File: src/rtl/fllcc_pkg.sv
// constants and types of the fll clock source mode control
package fllcc_pkg;

	// source select and clock mode status encodings
	localparam logic [1:0] SRC_FLL      = 2'h0;
	localparam logic [1:0] SRC_INT      = 2'h1;
	localparam logic [1:0] SRC_EXT      = 2'h2;
	localparam logic [1:0] SRC_RESERVED = 2'h3;

	// reset values
	localparam logic [1:0] BUS_DIV_RESET = 2'h1;
	localparam logic [1:0] CLK_ST_RESET  = SRC_FLL;
	localparam logic       REF_ST_RESET  = 1'h1;

	// fixed-frequency-valid threshold: reference divider >= bus divider + this
	localparam logic [3:0] FFE_BASE = 4'h2;

	// full cycles of the new clock before a switch commits
	localparam int SWITCH_CYCLES = 3;

	// pin indices of the sampled clock inputs
	localparam int PIN_INT = 0;
	localparam int PIN_EXT = 1;
	localparam int PIN_FLL = 2;
	localparam int PIN_NUM = 3;
	localparam int SYNC_STAGES = 3;

	// widths
	localparam int REFERENCE_DIVIDER_W = 3;
	localparam int DIVCNT_W = 8;
	localparam int BUSCNT_W = 4;
	localparam int TRIM_W = 8;

	typedef enum logic [2:0] {
		ENGAGED_INTERNAL_MODE,
		ENGAGED_EXTERNAL_MODE,
		BYPASS_INTERNAL_MODE,
		BYPASS_INTERNAL_LOW_POWER_MODE,
		BYPASS_EXTERNAL_MODE,
		BYPASS_EXTERNAL_LOW_POWER_MODE,
		STOP_MODE
	} fllcc_mode_e;

endpackage : fllcc_pkg

File: src/rtl/fllcc_sw_if.sv
// switch request and status between the mode control and a switch synchroniser
`timescale 1ns/10ps
interface fllcc_sw_if #(
	parameter int W = 2
);
	logic [W-1:0] req;
	logic         new_edge;
	logic         avail;
	logic [W-1:0] cur;

	modport ctl (output req, output new_edge, output avail, input cur);
	modport sw  (input req, input new_edge, input avail, output cur);
endinterface : fllcc_sw_if

File: src/rtl/fllcc_switch.sv
// commits a requested selection after some full cycles of the new clock
`timescale 1ns/10ps
module fllcc_switch #(
	parameter int             W      = 2,
	parameter int             N      = fllcc_pkg::SWITCH_CYCLES,
	parameter logic [W-1:0]   RST    = '0
) (
	// clock and reset
	input  wire logic clk_i,
	input  wire logic rst_n_i,
	// switch channel
	fllcc_sw_if.sw    sw
);
	localparam int CW = $clog2(N + 1);

	logic [W-1:0]  cur_q;
	logic [W-1:0]  cur_d;
	logic [W-1:0]  pend_q;
	logic [W-1:0]  pend_d;
	logic [CW-1:0] cnt_q;
	logic [CW-1:0] cnt_d;

	always_comb begin
		cur_d  = cur_q;
		pend_d = sw.req;
		cnt_d  = cnt_q;
		// restart on a new request; an absent clock keeps the old one
		if (sw.req != pend_q || sw.req == cur_q || !sw.avail) begin
			cnt_d = '0;
		end else if (sw.new_edge) begin
			if (cnt_q == CW'(N - 1)) begin
				cur_d = sw.req; // [RULE10] [RULE11]
				cnt_d = '0;
			end else begin
				cnt_d = cnt_q + CW'(1);
			end
		end
	end

	always_ff @(posedge clk_i or negedge rst_n_i) begin
		if (!rst_n_i) begin
			cur_q  <= RST;
			pend_q <= RST;
			cnt_q  <= '0;
		end else begin
			cur_q  <= cur_d;
			pend_q <= pend_d;
			cnt_q  <= cnt_d;
		end
	end

	assign sw.cur = cur_q;

	a_switch_on_edge: assert property (@(posedge clk_i) disable iff (!rst_n_i) // [RULE11]
		$changed(cur_q) |-> $past(sw.new_edge) && $past(sw.avail)
			&& $past(cnt_q) == CW'(N - 1))
		else $error("selection changed without the needed clock cycles");

endmodule : fllcc_switch

File: src/rtl/fllcc_top.sv
// mode, output selection and gating of the fll clock source
//
// Notes on behaviour
// (RULE1) source 00, internal reference: fll on internal reference drives output, debug clock on
// (RULE2) source 00, external reference: fll on external reference, external enabled, debug on
// (RULE3) software keeps divided reference between 31.25 kHz and 39.0625 kHz
// (RULE4) source 01, debug or low power clear: internal reference out, fll stays running
// (RULE5) source 01, no debug, low power set: internal reference out, fll and debug off
// (RULE6) source 10, debug or low power clear: external reference out, fll stays running
// (RULE7) source 10, no debug, low power set: external reference out, fll and debug off
// (RULE8) in stop all clocks static; internal output runs if enable and stop enable
// (RULE9) in stop external output runs only with enable and stop enable set
// (RULE10) reference switch commits after new divided reference cycles; status follows commit
// (RULE11) source switch waits cycles of new clock; unavailable clock keeps old one
// (RULE12) bus divider writes apply immediately
// (RULE13) internal reference enable presents internal reference on its output
// (RULE14) larger trim lengthens internal period; affects output only in internal modes
// (RULE15) trim and fine trim survive reset
// (RULE16) external enable presents external reference; fll ignores it on internal reference
// (RULE17) divided fll reference is output as fixed frequency clock
// (RULE18) fixed frequency valid always high in both engaged modes
// (RULE19) bypass: valid when reference divider at least bus divider plus two
// (RULE20) software may clear low power in bypass so the fll locks first
// (RULE21) software may load factory trim; fine trim bit set separately
// (RULE22) bus divider codes divide by 1, 2, 4, 8; reset code 01
// (RULE23) clock mode status lags source select until synchronised
// (RULE24) oscillator ready sets after start-up edges, clears when enable or request clears
// (RULE25) mode status 00 fll, 01 internal, 10 external, 11 reserved
`timescale 1ns/10ps
module fllcc_top #(
	parameter int OSC_INIT_EDGES = 4096
) (
	// clock and reset
	input  wire logic                          clk_i,
	input  wire logic                          rst_n_i,
	// configuration
	input  wire logic [1:0]                    source_select_i,
	input  wire logic                          internal_reference_select_i,
	input  wire logic [fllcc_pkg::REFERENCE_DIVIDER_W-1:0]  reference_divider_i,
	input  wire logic                          loop_power_down_i,
	input  wire logic                          bus_divider_wr_i,
	input  wire logic [1:0]                    bus_divider_i,
	input  wire logic                          internal_ref_out_enable_i,
	input  wire logic                          internal_ref_stop_enable_i,
	input  wire logic                          external_ref_out_enable_i,
	input  wire logic                          external_ref_stop_enable_i,
	input  wire logic                          oscillator_request_i,
	input  wire logic                          period_adjust_wr_i,
	input  wire logic [fllcc_pkg::TRIM_W-1:0]  period_adjust_i,
	input  wire logic                          fine_period_adjust_wr_i,
	input  wire logic                          fine_period_adjust_i,
	// chip state
	input  wire logic                          stop_i,
	input  wire logic                          background_debug_active_i,
	// raw clocks from oscillators and loop
	input  wire logic                          int_ref_clk_i,
	input  wire logic                          ext_ref_clk_i,
	input  wire logic                          fll_clk_i,
	// generated clocks
	output logic                               main_clock_out_o,
	output logic                               bus_clock_o,
	output logic                               debug_low_speed_clock_o,
	output logic                               internal_ref_clock_out_o,
	output logic                               external_ref_clock_out_o,
	output logic                               fixed_frequency_clock_o,
	output logic                               fixed_frequency_valid_o,
	// analog controls
	output logic                               fll_enable_o,
	output logic                               fll_reference_o,
	output logic                               internal_ref_enable_o,
	output logic                               external_ref_enable_o,
	output logic [fllcc_pkg::TRIM_W:0]         period_adjust_o,
	// status
	output logic [1:0]                         clock_mode_status_o,
	output logic                               reference_source_status_o,
	output logic                               oscillator_ready_o,
	output logic [1:0]                         bus_divider_o
);
	localparam int OCW = $clog2(OSC_INIT_EDGES + 1);

	////////////////////////////////////////////////////////////////////////////////
	// pin sampling: three stages, change counts once stages two and three agree
	logic [fllcc_pkg::PIN_NUM-1:0] pin_raw;
	logic [fllcc_pkg::PIN_NUM-1:0] pin_f;
	logic [fllcc_pkg::PIN_NUM-1:0] pin_rise;
	logic [fllcc_pkg::PIN_NUM-1:0] pin_chg;

	assign pin_raw[fllcc_pkg::PIN_INT] = int_ref_clk_i;
	assign pin_raw[fllcc_pkg::PIN_EXT] = ext_ref_clk_i;
	assign pin_raw[fllcc_pkg::PIN_FLL] = fll_clk_i;

	for (genvar g = 0; g < fllcc_pkg::PIN_NUM; g++) begin : g_pin
		logic [fllcc_pkg::SYNC_STAGES-1:0] sh_q;
		logic [fllcc_pkg::SYNC_STAGES-1:0] sh_d;
		logic                              f_q;
		logic                              f_d;
		always_comb begin
			sh_d = {sh_q[1:0], pin_raw[g]};
			f_d  = (sh_q[1] == sh_q[2]) ? sh_q[2] : f_q;
		end
		always_ff @(posedge clk_i or negedge rst_n_i) begin
			if (!rst_n_i) begin
				sh_q <= '0;
				f_q  <= 1'b0;
			end else begin
				sh_q <= sh_d;
				f_q  <= f_d;
			end
		end
		assign pin_f[g]    = f_q;
		assign pin_rise[g] = f_d & ~f_q;
		assign pin_chg[g]  = f_d ^ f_q;
	end

	////////////////////////////////////////////////////////////////////////////////
	// reference dividers, one per reference, so a switch can count the new one
	logic [1:0] div_clk;
	logic [1:0] div_rise;

	for (genvar g = 0; g < 2; g++) begin : g_div
		logic [fllcc_pkg::DIVCNT_W-1:0] cnt_q;
		logic [fllcc_pkg::DIVCNT_W-1:0] cnt_d;
		always_comb begin
			cnt_d = pin_chg[g] ? cnt_q + fllcc_pkg::DIVCNT_W'(1) : cnt_q;
		end
		always_ff @(posedge clk_i or negedge rst_n_i) begin
			if (!rst_n_i) begin
				cnt_q <= '0;
			end else begin
				cnt_q <= cnt_d;
			end
		end
		// counting both edges: bit k has a period of 2**k reference periods
		assign div_clk[g]  = cnt_q[reference_divider_i];
		assign div_rise[g] = cnt_d[reference_divider_i] & ~cnt_q[reference_divider_i];
	end

	////////////////////////////////////////////////////////////////////////////////
	// trim, retained across reset
	logic [fllcc_pkg::TRIM_W-1:0] trim_q;
	logic [fllcc_pkg::TRIM_W-1:0] trim_d;
	logic                         fine_period_adjust_q;
	logic                         fine_period_adjust_d;

	always_comb begin
		trim_d  = period_adjust_wr_i ? period_adjust_i : trim_q;
		fine_period_adjust_d = fine_period_adjust_wr_i ? fine_period_adjust_i : fine_period_adjust_q;
	end

	always_ff @(posedge clk_i) begin
		trim_q  <= trim_d; // [RULE15]
		fine_period_adjust_q <= fine_period_adjust_d; // [RULE15]
	end

	// larger value lengthens the internal period in the oscillator
	assign period_adjust_o = {trim_q, fine_period_adjust_q}; // [RULE14]

	////////////////////////////////////////////////////////////////////////////////
	// bus divider, used in the same cycle as its write
	logic [1:0] bus_divider_q;
	logic [1:0] bus_divider_d;
	logic [1:0] bus_divider_eff;

	always_comb begin
		bus_divider_eff = bus_divider_wr_i ? bus_divider_i : bus_divider_q; // [RULE12]
		bus_divider_d   = bus_divider_eff;
	end

	always_ff @(posedge clk_i or negedge rst_n_i) begin
		if (!rst_n_i) begin
			bus_divider_q <= fllcc_pkg::BUS_DIV_RESET; // [RULE22]
		end else begin
			bus_divider_q <= bus_divider_d;
		end
	end

	assign bus_divider_o = bus_divider_q;

	////////////////////////////////////////////////////////////////////////////////
	// source and reference switch synchronisers
	fllcc_sw_if #(.W(2)) src_if ();
	fllcc_sw_if #(.W(1)) ref_if ();

	fllcc_pkg::fllcc_mode_e mode_q;
	fllcc_pkg::fllcc_mode_e mode_d;
	logic                   fll_on_q;
	logic                   osc_rdy_q;
	logic                   ext_en_q;

	logic [1:0] src_req;
	logic       src_edge;
	logic       src_avail;

	always_comb begin
		// reserved code is ignored
		src_req = (source_select_i == fllcc_pkg::SRC_RESERVED) ? src_if.cur : source_select_i;
		case (src_req)
			fllcc_pkg::SRC_FLL: begin
				src_edge  = pin_rise[fllcc_pkg::PIN_FLL];
				src_avail = fll_on_q;
			end
			fllcc_pkg::SRC_INT: begin
				src_edge  = pin_rise[fllcc_pkg::PIN_INT];
				src_avail = 1'b1;
			end
			fllcc_pkg::SRC_EXT: begin
				src_edge  = pin_rise[fllcc_pkg::PIN_EXT];
				src_avail = ext_en_q & (~oscillator_request_i | osc_rdy_q);
			end
			default: begin
				src_edge  = 1'b0;
				src_avail = 1'b0;
			end
		endcase
	end

	assign src_if.req      = src_req;
	assign src_if.new_edge = src_edge; // [RULE11]
	assign src_if.avail    = src_avail; // [RULE11]
	assign ref_if.req      = internal_reference_select_i;
	// divider 0 follows the internal reference, divider 1 the external one
	assign ref_if.new_edge = internal_reference_select_i ? div_rise[fllcc_pkg::PIN_INT]
		: div_rise[fllcc_pkg::PIN_EXT]; // [RULE10]
	assign ref_if.avail    = internal_reference_select_i | ext_en_q;

	fllcc_switch #(.W(2), .N(fllcc_pkg::SWITCH_CYCLES), .RST(fllcc_pkg::CLK_ST_RESET)) u_src_sw (
		.clk_i   (clk_i),
		.rst_n_i (rst_n_i),
		.sw      (src_if)
	);

	fllcc_switch #(.W(1), .N(fllcc_pkg::SWITCH_CYCLES), .RST(fllcc_pkg::REF_ST_RESET)) u_ref_sw (
		.clk_i   (clk_i),
		.rst_n_i (rst_n_i),
		.sw      (ref_if)
	);

	assign clock_mode_status_o       = src_if.cur; // [RULE23] [RULE25]
	assign reference_source_status_o = ref_if.cur; // [RULE10]

	////////////////////////////////////////////////////////////////////////////////
	// mode state from committed selections
	logic lp_eff;
	logic ext_mode;
	logic lp_mode;
	logic engaged;

	always_comb begin
		lp_eff = loop_power_down_i & ~background_debug_active_i;
		mode_d = mode_q;
		case (src_if.cur)
			fllcc_pkg::SRC_FLL: begin
				mode_d = ref_if.cur ? fllcc_pkg::ENGAGED_INTERNAL_MODE // [RULE1]
					: fllcc_pkg::ENGAGED_EXTERNAL_MODE; // [RULE2]
			end
			fllcc_pkg::SRC_INT: begin
				mode_d = lp_eff ? fllcc_pkg::BYPASS_INTERNAL_LOW_POWER_MODE // [RULE5]
					: fllcc_pkg::BYPASS_INTERNAL_MODE; // [RULE4]
			end
			fllcc_pkg::SRC_EXT: begin
				mode_d = lp_eff ? fllcc_pkg::BYPASS_EXTERNAL_LOW_POWER_MODE // [RULE7]
					: fllcc_pkg::BYPASS_EXTERNAL_MODE; // [RULE6]
			end
			default: begin
				mode_d = mode_q;
			end
		endcase
		if (stop_i) begin
			mode_d = fllcc_pkg::STOP_MODE; // [RULE8]
		end
	end

	always_ff @(posedge clk_i or negedge rst_n_i) begin
		if (!rst_n_i) begin
			mode_q <= fllcc_pkg::ENGAGED_INTERNAL_MODE;
		end else begin
			mode_q <= mode_d;
		end
	end

	assign ext_mode = (mode_q == fllcc_pkg::ENGAGED_EXTERNAL_MODE)
		| (mode_q == fllcc_pkg::BYPASS_EXTERNAL_MODE)
		| (mode_q == fllcc_pkg::BYPASS_EXTERNAL_LOW_POWER_MODE);
	assign lp_mode = (mode_q == fllcc_pkg::BYPASS_INTERNAL_LOW_POWER_MODE)
		| (mode_q == fllcc_pkg::BYPASS_EXTERNAL_LOW_POWER_MODE);
	assign engaged = (mode_q == fllcc_pkg::ENGAGED_INTERNAL_MODE)
		| (mode_q == fllcc_pkg::ENGAGED_EXTERNAL_MODE);

	////////////////////////////////////////////////////////////////////////////////
	// oscillator start-up
	logic [OCW-1:0] osc_cnt_q;
	logic [OCW-1:0] osc_cnt_d;
	logic           osc_rdy_d;

	always_comb begin
		osc_cnt_d = osc_cnt_q;
		osc_rdy_d = osc_rdy_q;
		if (!external_ref_out_enable_i || !oscillator_request_i) begin
			osc_cnt_d = '0;
			osc_rdy_d = 1'b0; // [RULE24]
		end else if ((external_ref_out_enable_i | ext_mode) && !osc_rdy_q
			&& pin_rise[fllcc_pkg::PIN_EXT]) begin
			if (osc_cnt_q == OCW'(OSC_INIT_EDGES - 1)) begin
				osc_rdy_d = 1'b1; // [RULE24]
			end else begin
				osc_cnt_d = osc_cnt_q + OCW'(1);
			end
		end
	end

	always_ff @(posedge clk_i or negedge rst_n_i) begin
		if (!rst_n_i) begin
			osc_cnt_q <= '0;
			osc_rdy_q <= 1'b0;
		end else begin
			osc_cnt_q <= osc_cnt_d;
			osc_rdy_q <= osc_rdy_d;
		end
	end

	assign oscillator_ready_o = osc_rdy_q;

	////////////////////////////////////////////////////////////////////////////////
	// clock selection and gating
	logic                         main_sel;
	logic                         fll_on_d;
	logic                         ext_en_d;
	logic                         int_en_d;
	logic                         ffe_d;
	logic                         ref_sel_clk;
	logic [fllcc_pkg::BUSCNT_W-1:0] bus_cnt_q;
	logic [fllcc_pkg::BUSCNT_W-1:0] bus_cnt_d;
	logic                         main_q;
	logic                         bus_q;
	logic                         dbg_q;
	logic                         int_out_q;
	logic                         ext_out_q;
	logic                         ff_q;
	logic                         ffe_q;
	logic                         fll_ref_q;
	logic                         int_en_q;

	always_comb begin
		case (mode_q)
			fllcc_pkg::ENGAGED_INTERNAL_MODE,
			fllcc_pkg::ENGAGED_EXTERNAL_MODE: begin
				main_sel = pin_f[fllcc_pkg::PIN_FLL]; // [RULE1] [RULE2]
				ffe_d    = 1'b1; // [RULE18]
			end
			fllcc_pkg::BYPASS_INTERNAL_MODE,
			fllcc_pkg::BYPASS_INTERNAL_LOW_POWER_MODE: begin
				main_sel = pin_f[fllcc_pkg::PIN_INT]; // [RULE4] [RULE5]
				ffe_d    = {1'b0, reference_divider_i} >= ({2'h0, bus_divider_eff} + fllcc_pkg::FFE_BASE); // [RULE19]
			end
			fllcc_pkg::BYPASS_EXTERNAL_MODE,
			fllcc_pkg::BYPASS_EXTERNAL_LOW_POWER_MODE: begin
				main_sel = pin_f[fllcc_pkg::PIN_EXT]; // [RULE6] [RULE7]
				ffe_d    = {1'b0, reference_divider_i} >= ({2'h0, bus_divider_eff} + fllcc_pkg::FFE_BASE); // [RULE19]
			end
			default: begin
				main_sel = 1'b0; // [RULE8]
				ffe_d    = 1'b0;
			end
		endcase
		fll_on_d    = ~lp_mode & (mode_q != fllcc_pkg::STOP_MODE); // [RULE5] [RULE7]
		// fll reference never taken from external while internal is selected
		ref_sel_clk = ref_if.cur ? div_clk[fllcc_pkg::PIN_INT] : div_clk[fllcc_pkg::PIN_EXT]; // [RULE16]
		int_en_d    = (mode_q != fllcc_pkg::STOP_MODE)
			| (internal_ref_out_enable_i & internal_ref_stop_enable_i); // [RULE8]
		ext_en_d    = (mode_q == fllcc_pkg::STOP_MODE)
			? (external_ref_out_enable_i & external_ref_stop_enable_i) // [RULE9]
			: (external_ref_out_enable_i | ext_mode | ~internal_reference_select_i
				| (src_req == fllcc_pkg::SRC_EXT)); // [RULE2] [RULE16]
		bus_cnt_d   = (main_sel ^ main_q) ? bus_cnt_q + fllcc_pkg::BUSCNT_W'(1) : bus_cnt_q;
	end

	always_ff @(posedge clk_i or negedge rst_n_i) begin
		if (!rst_n_i) begin
			fll_on_q  <= 1'b1;
			ext_en_q  <= 1'b0;
			int_en_q  <= 1'b1;
			bus_cnt_q <= '0;
			main_q    <= 1'b0;
			bus_q     <= 1'b0;
			dbg_q     <= 1'b0;
			int_out_q <= 1'b0;
			ext_out_q <= 1'b0;
			ff_q      <= 1'b0;
			ffe_q     <= 1'b0;
			fll_ref_q <= 1'b0;
		end else begin
			fll_on_q  <= fll_on_d;
			ext_en_q  <= ext_en_d;
			int_en_q  <= int_en_d;
			bus_cnt_q <= bus_cnt_d;
			main_q    <= main_sel;
			bus_q     <= bus_cnt_d[bus_divider_eff] & (mode_q != fllcc_pkg::STOP_MODE); // [RULE22]
			dbg_q     <= fll_on_d & pin_f[fllcc_pkg::PIN_FLL]; // [RULE4] [RULE5]
			int_out_q <= internal_ref_out_enable_i & int_en_d & pin_f[fllcc_pkg::PIN_INT]; // [RULE13]
			ext_out_q <= external_ref_out_enable_i & ext_en_d & pin_f[fllcc_pkg::PIN_EXT]; // [RULE16]
			ff_q      <= (mode_q != fllcc_pkg::STOP_MODE) & ref_sel_clk; // [RULE17]
			ffe_q     <= ffe_d;
			fll_ref_q <= fll_on_d & ref_sel_clk;
		end
	end

	assign main_clock_out_o         = main_q;
	assign bus_clock_o              = bus_q;
	assign debug_low_speed_clock_o  = dbg_q;
	assign internal_ref_clock_out_o = int_out_q;
	assign external_ref_clock_out_o = ext_out_q;
	assign fixed_frequency_clock_o  = ff_q;
	assign fixed_frequency_valid_o  = ffe_q;
	assign fll_enable_o             = fll_on_q;
	assign fll_reference_o          = fll_ref_q;
	assign internal_ref_enable_o    = int_en_q;
	assign external_ref_enable_o    = ext_en_q;

	////////////////////////////////////////////////////////////////////////////////
	// checks
	a_engaged_main_fll: assert property (@(posedge clk_i) disable iff (!rst_n_i) // [RULE1]
		engaged |=> main_clock_out_o == $past(pin_f[fllcc_pkg::PIN_FLL]))
		else $error("engaged mode not driven from the loop");
	a_ffe_engaged_high: assert property (@(posedge clk_i) disable iff (!rst_n_i) // [RULE18]
		engaged |=> fixed_frequency_valid_o)
		else $error("fixed frequency valid low in engaged mode");
	a_ffe_bypass_low: assert property (@(posedge clk_i) disable iff (!rst_n_i) // [RULE19]
		(mode_q == fllcc_pkg::BYPASS_INTERNAL_MODE) && !bus_divider_wr_i
			&& (reference_divider_i < 3'h2) |=> !fixed_frequency_valid_o)
		else $error("fixed frequency valid high with small reference divider");
	a_lp_loop_off: assert property (@(posedge clk_i) disable iff (!rst_n_i) // [RULE5]
		lp_mode |=> !fll_enable_o && !debug_low_speed_clock_o)
		else $error("loop or debug clock on in low power bypass");
	a_stop_main_static: assert property (@(posedge clk_i) disable iff (!rst_n_i) // [RULE8]
		(mode_q == fllcc_pkg::STOP_MODE) |=> !main_clock_out_o && !bus_clock_o
			&& !fixed_frequency_clock_o)
		else $error("clock toggles in stop");
	a_stop_int_gate: assert property (@(posedge clk_i) disable iff (!rst_n_i) // [RULE8]
		(mode_q == fllcc_pkg::STOP_MODE)
			&& !(internal_ref_out_enable_i && internal_ref_stop_enable_i)
			|=> !internal_ref_clock_out_o)
		else $error("internal reference output active in stop");
	a_stop_ext_gate: assert property (@(posedge clk_i) disable iff (!rst_n_i) // [RULE9]
		(mode_q == fllcc_pkg::STOP_MODE) && !external_ref_stop_enable_i
			|=> !external_ref_clock_out_o)
		else $error("external reference output active in stop");
	a_bus_divider_immediate: assert property (@(posedge clk_i) disable iff (!rst_n_i) // [RULE12]
		bus_divider_wr_i |=> bus_divider_o == $past(bus_divider_i))
		else $error("bus divider write not taken");
	a_trim_retained: assert property (@(posedge clk_i) disable iff (!rst_n_i) // [RULE15]
		!period_adjust_wr_i && !fine_period_adjust_wr_i |=> $stable(period_adjust_o))
		else $error("trim changed without a write");
	a_osc_ready_clear: assert property (@(posedge clk_i) disable iff (!rst_n_i) // [RULE24]
		!oscillator_request_i || !external_ref_out_enable_i |=> !oscillator_ready_o)
		else $error("oscillator ready not cleared");

endmodule : fllcc_top

File: config.mk
export PLATFORM = sky130hd
export DESIGN_NAME = fllcc_top
export DESIGN_NICKNAME = d
export VERILOG_FILES = /design/src/rtl/fllcc_pkg.sv /design/src/rtl/fllcc_sw_if.sv /design/src/rtl/fllcc_switch.sv /design/src/rtl/fllcc_top.sv
export SDC_FILE = /design/constraint.sdc
export NUM_CORES = 1
export LEC_CHECK = 0
export ABC_AREA = 1
export BUFFER_PORTS_ARGS = -buffer_cell sky130_fd_sc_hd__buf_2
export CORE_UTILIZATION = 55
export CTS_CLUSTER_DIAMETER = 60
export DETAILED_ROUTE_END_ITERATION = 8
export GPL_TIMING_DRIVEN = 0
export HOLD_SLACK_MARGIN = 0.06
export PLACE_DENSITY_LB_ADDON = 0.25
export SYNTH_ARGS = -nofsm -noshare
export SYNTH_HDL_FRONTEND = slang
export SYNTH_SLANG_ARGS = --single-unit
export TNS_END_PERCENT = 1
File: constraint.sdc
create_clock -name clk_i -period 4.9 [get_ports clk_i]
set_input_delay 0.735 -clock clk_i [delete_from_list [all_inputs] [get_ports clk_i]]
set_output_delay 0.735 -clock clk_i [all_outputs]
set_load 0.01 [all_outputs]
==> results_dict.tcl <==
set metrics [dict create \
    power.net_switching_uw 616 \
    global_route.usage.total 0.227 \
    avgSynthCellArea_sq_um 8.25 \
    timing.fmax_mhz 404 \
    wirelength_um 8190 \
    core_area_sq_um 7250 \
    required_ns 5.18 \
    drive_gt1_frac 0.175 \
    cts_htree_levels 3 \
    timing.critical_path.arrival_ns 2.76 \
    placedCellCount 655 \
    synth.yosys.seq_area_share 0.506 \
    vdd.ir_drop.worst_mv 0.199 \
    cp-start-kind "flop" \
    cp_top_delay_family "simple AND/OR/NAND/NOR gates" \
    routed-via-count 3403 \
    clkLatencyLatePin_ns 0.35 \
    syn-num-nets 547 \
    finish.instance_area_sq_um 4740 \
    power.density_nw_per_um2 392 \
    post_cts_setup_buffers 0 \
    number_of_enable_flip_flop_cells_after_synthesis 9 \
    die_h_um 88.4 \
    tritoncts "done" \
    combinationalPowerShare 0.249 \
    hp-start "g_pin[2].sh_q[0]" \
    worstPathBufferInverterCount 1 \
    dr.pass1.iters 5 \
    timing.rr.start "g_pin[0].f_q" \
    clock_skew_ns 0.0153 \
    clockRootBuffer "sky130_fd_sc_hd__clkbuf_8" \
    clkSlewWorstSetupHoldPaths_ns 0.08 \
    drt_iter0_markers 193 \
    route.detailed.vias_per_inst 5.07 \
    number_of_antenna_violations_at_the_first_check_in_global_routing 0 \
    clock_sink_count 81 \
    leakagePower_uw 0.00241 \
    first_pass_grt_wire_length_um 13600 \
    maximum_number_of_pins_on_one_net_before_global_route_repair 73 \
    max_slew.worst_pin.slew_ns 0.897 \
    worstSetupPathType "reg2reg" \
    crit_fanout 7 \
    fin_tns_setup_ns 0 \
    boundaryPins 59 \
    rsz0062_at_grt "false" \
    slew_headroom 0.402 \
    r2r_setup_slk_ns 2.42 \
    place_congestion 0.839 \
    warnings_synthesis 0 \
    synth_cell_type_count 41 \
    final.min_clock_period_ns 2.48 \
    final-max-slew-violation-count 0 \
    drt_drc_violations_left 0 \
    number_of_standard_cells_in_the_final_layout_excluding_fillers 671 \
    cts_hold_buffers 0 \
    first_global_vias 3077 \
    area_delta_synth_final_pct 15.3 \
    max_stage_delay_ns 0.45 \
    worstHoldPathType "reg2reg" \
    proportion_of_power_drawn_by_flip_flops_and_latches 0.468 \
    ratio_of_final_minimum_period_to_clock_period 0.506 \
    crit_start "g_pin[0].f_q" \
    clock_path_buffers 2 \
    cell_internal_pwr_uw 1240 \
    ant_nets 0 \
    final_hold_viol_count 0 \
    num-nets-final 616 \
    asyncSetResetFlopFracSynth 0.889 \
    row_count 31 \
    postSynthRegisterBits 81 \
    status "finished, final reports clean" \
    dpl_cell_area_sq_um 4530 \
    critical_path.most_common_cell "sky130_fd_sc_hd__nand2_1" \
    die_width_um 88.4 \
    total_cts_buffers 9 \
    netlist_area_sq_um 4110 \
    endpoint_kind "flop" \
    detailed_place_hpwl_um 6010 \
    cp_cell_sequence "maj3_1 > ha_1 > inv_2 > nand2_1 > nor2_2 > nand2_1 > nand2_1 > nand3_1 > nand3_1 > nand3_1 > nand2_1 > nand2_2 > nor2_1 > nand2_1 > nand2_1" \
    io_buffer_count 58 \
    max-cap-violations 0 \
    finalSetupViolations 0 \
    critical_path_top_delay_cell "sky130_fd_sc_hd__dfrtp_1" \
    floorplan.initialDensity 0.567 \
    cts_resized 0 \
    antenna_cells_inserted 0 \
    area_of_the_die_sq_um 7820 \
    switching_share 0.332 \
    post_synthesis_instance_total 498 \
    clock_power_share 0.283 \
    drt-wirelength-per-cell_um 12.2 \
    ys.flop_type "sky130_fd_sc_hd__dfrtp_1" \
    grt_overflow 0 \
]
==> flip-flops by register name (all words and copies together) (netlist names), 3 cells and up <==
| signal | count |
|---|---|
| g_div.cnt_q | 16 |
| osc_cnt_q | 13 |
| g_pin.sh_q | 9 |
| trim_q | 8 |
| bus_cnt_q | 4 |
| g_pin.f_q | 3 |
| mode_q | 3 |
==> stage by stage <==
stage	power [uW]	hold slack [ns]	utilization	worst slack (ns)
after global placement	1320	0.333	0.624	2.54
after global routing	1990	0.378	0.653	2.23
after detailed placement	1340	0.338	0.624	2.44
after CTS	1860	0.357	0.653	2.41
after floorplan	1200	0.331	-	2.77
final	1860	0.358	0.653	2.42
==> placed cells by master (no fill, tap or decap), drive strengths merged <==
cell / n
nor4: 2
edfxtp: 9
o2111ai: 1
nand4: 8
nor3: 8
nand2: 132
a32oi: 1
dfstp: 5
buf: 62
maj3: 3
nor2: 49
ha: 16
a31oi: 3
dfrtp: 67
o32ai: 1
and2: 1
o21a: 1
o31ai: 1
a22o: 1
xor2: 3
nand3b: 4
bufinv: 2
o21ai: 25
a21oi: 22
clkinv: 4
inv: 81
a22oi: 1
o211ai: 1
xnor2: 1
clkbuf: 11
nand3: 46
==> cell type report <==
| type | count | area [sq um] |
|---|---|---|
| flip-flops and latches | 81 | 2080 |
| multi-input cells | 331 | 1700 |
| repair buffers | 58 | 293 |
| plain buffers | 4 | 28.8 |
| inverters | 82 | 308 |
| fillers | 614 | 2520 |
| clock inverters | 5 | 78.8 |
| clock buffers | 11 | 131 |
| well taps | 99 | 124 |
==> cells by family after synthesis <==
kind of cell             after synthesis  share of synthesized area
AO/OA/AOI/OAI                         58                     0.0785
XOR/XNOR                               4                    0.00853
buffers and inverters                 86                     0.0819
adder cells (fa/ha/maj)               19                     0.0560
flip-flops                            81                      0.506
AND/OR/NAND/NOR                      250                      0.269
==> final timing paths <==
kind / endpoint / cells after the start
setup / recovery: u_ref_sw.cnt_q[1] / 15
hold / removal: g_pin[2].sh_q[1] / 0
setup reg to reg: u_ref_sw.cnt_q[1] / 15
hold reg to reg: g_pin[2].sh_q[1] / 0
max in group asynchronous: g_div[0].cnt_q[2] / 1
min in group asynchronous: g_div[1].cnt_q[5] / 1
==> metal layers <==
metal,track usage,part of all wire,vias up
met5,0,0,-
met4,0.0572,0.0093,0
met3,0.0606,0.049,7
met2,0.374,0.48,89
met1,0.300,0.46,1567
li1,-,-,1740
==> power groups by stage <==
| stage | registers [uW] | clock network, uW | logic (uW) |
|---|---|---|---|
| global route | 884 | 562 | 547 |
| global placement | 876 | 0 | 442 |
| floorplan | 872 | 0 | 330 |
| finish | 869 | 525 | 462 |
| detailed placement | 881 | 0 | 460 |
| CTS | 868 | 533 | 464 |
==> cell usage after synthesis, types with 2 or more instances <==
library cell / number / area (sq um)
sky130_fd_sc_hd__nor2_2: 3 / 18.8
sky130_fd_sc_hd__nand4_1: 7 / 43.8
sky130_fd_sc_hd__dfstp_2: 5 / 131
sky130_fd_sc_hd__edfxtp_1: 9 / 270
sky130_fd_sc_hd__ha_1: 16 / 200
sky130_fd_sc_hd__o21ai_0: 17 / 85.1
sky130_fd_sc_hd__nand2_1: 128 / 480
sky130_fd_sc_hd__inv_2: 6 / 22.5
sky130_fd_sc_hd__nor4_1: 2 / 12.5
sky130_fd_sc_hd__clkinv_1: 2 / 7.51
sky130_fd_sc_hd__xor2_1: 3 / 26.3
sky130_fd_sc_hd__maj3_1: 3 / 30.0
sky130_fd_sc_hd__o21ai_1: 7 / 35.0
sky130_fd_sc_hd__nand3_1: 45 / 225
sky130_fd_sc_hd__buf_2: 2 / 10.0
sky130_fd_sc_hd__nor2_1: 45 / 169
sky130_fd_sc_hd__dfrtp_1: 67 / 1680
sky130_fd_sc_hd__nand2_2: 3 / 18.8
sky130_fd_sc_hd__nor3_2: 2 / 20.0
sky130_fd_sc_hd__a31oi_1: 3 / 18.8
sky130_fd_sc_hd__nand3b_1: 4 / 30.0
sky130_fd_sc_hd__a21oi_1: 22 / 110
sky130_fd_sc_hd__inv_1: 74 / 278
sky130_fd_sc_hd__nor3_1: 6 / 30.0
Power figures use the tool's default switching activity.
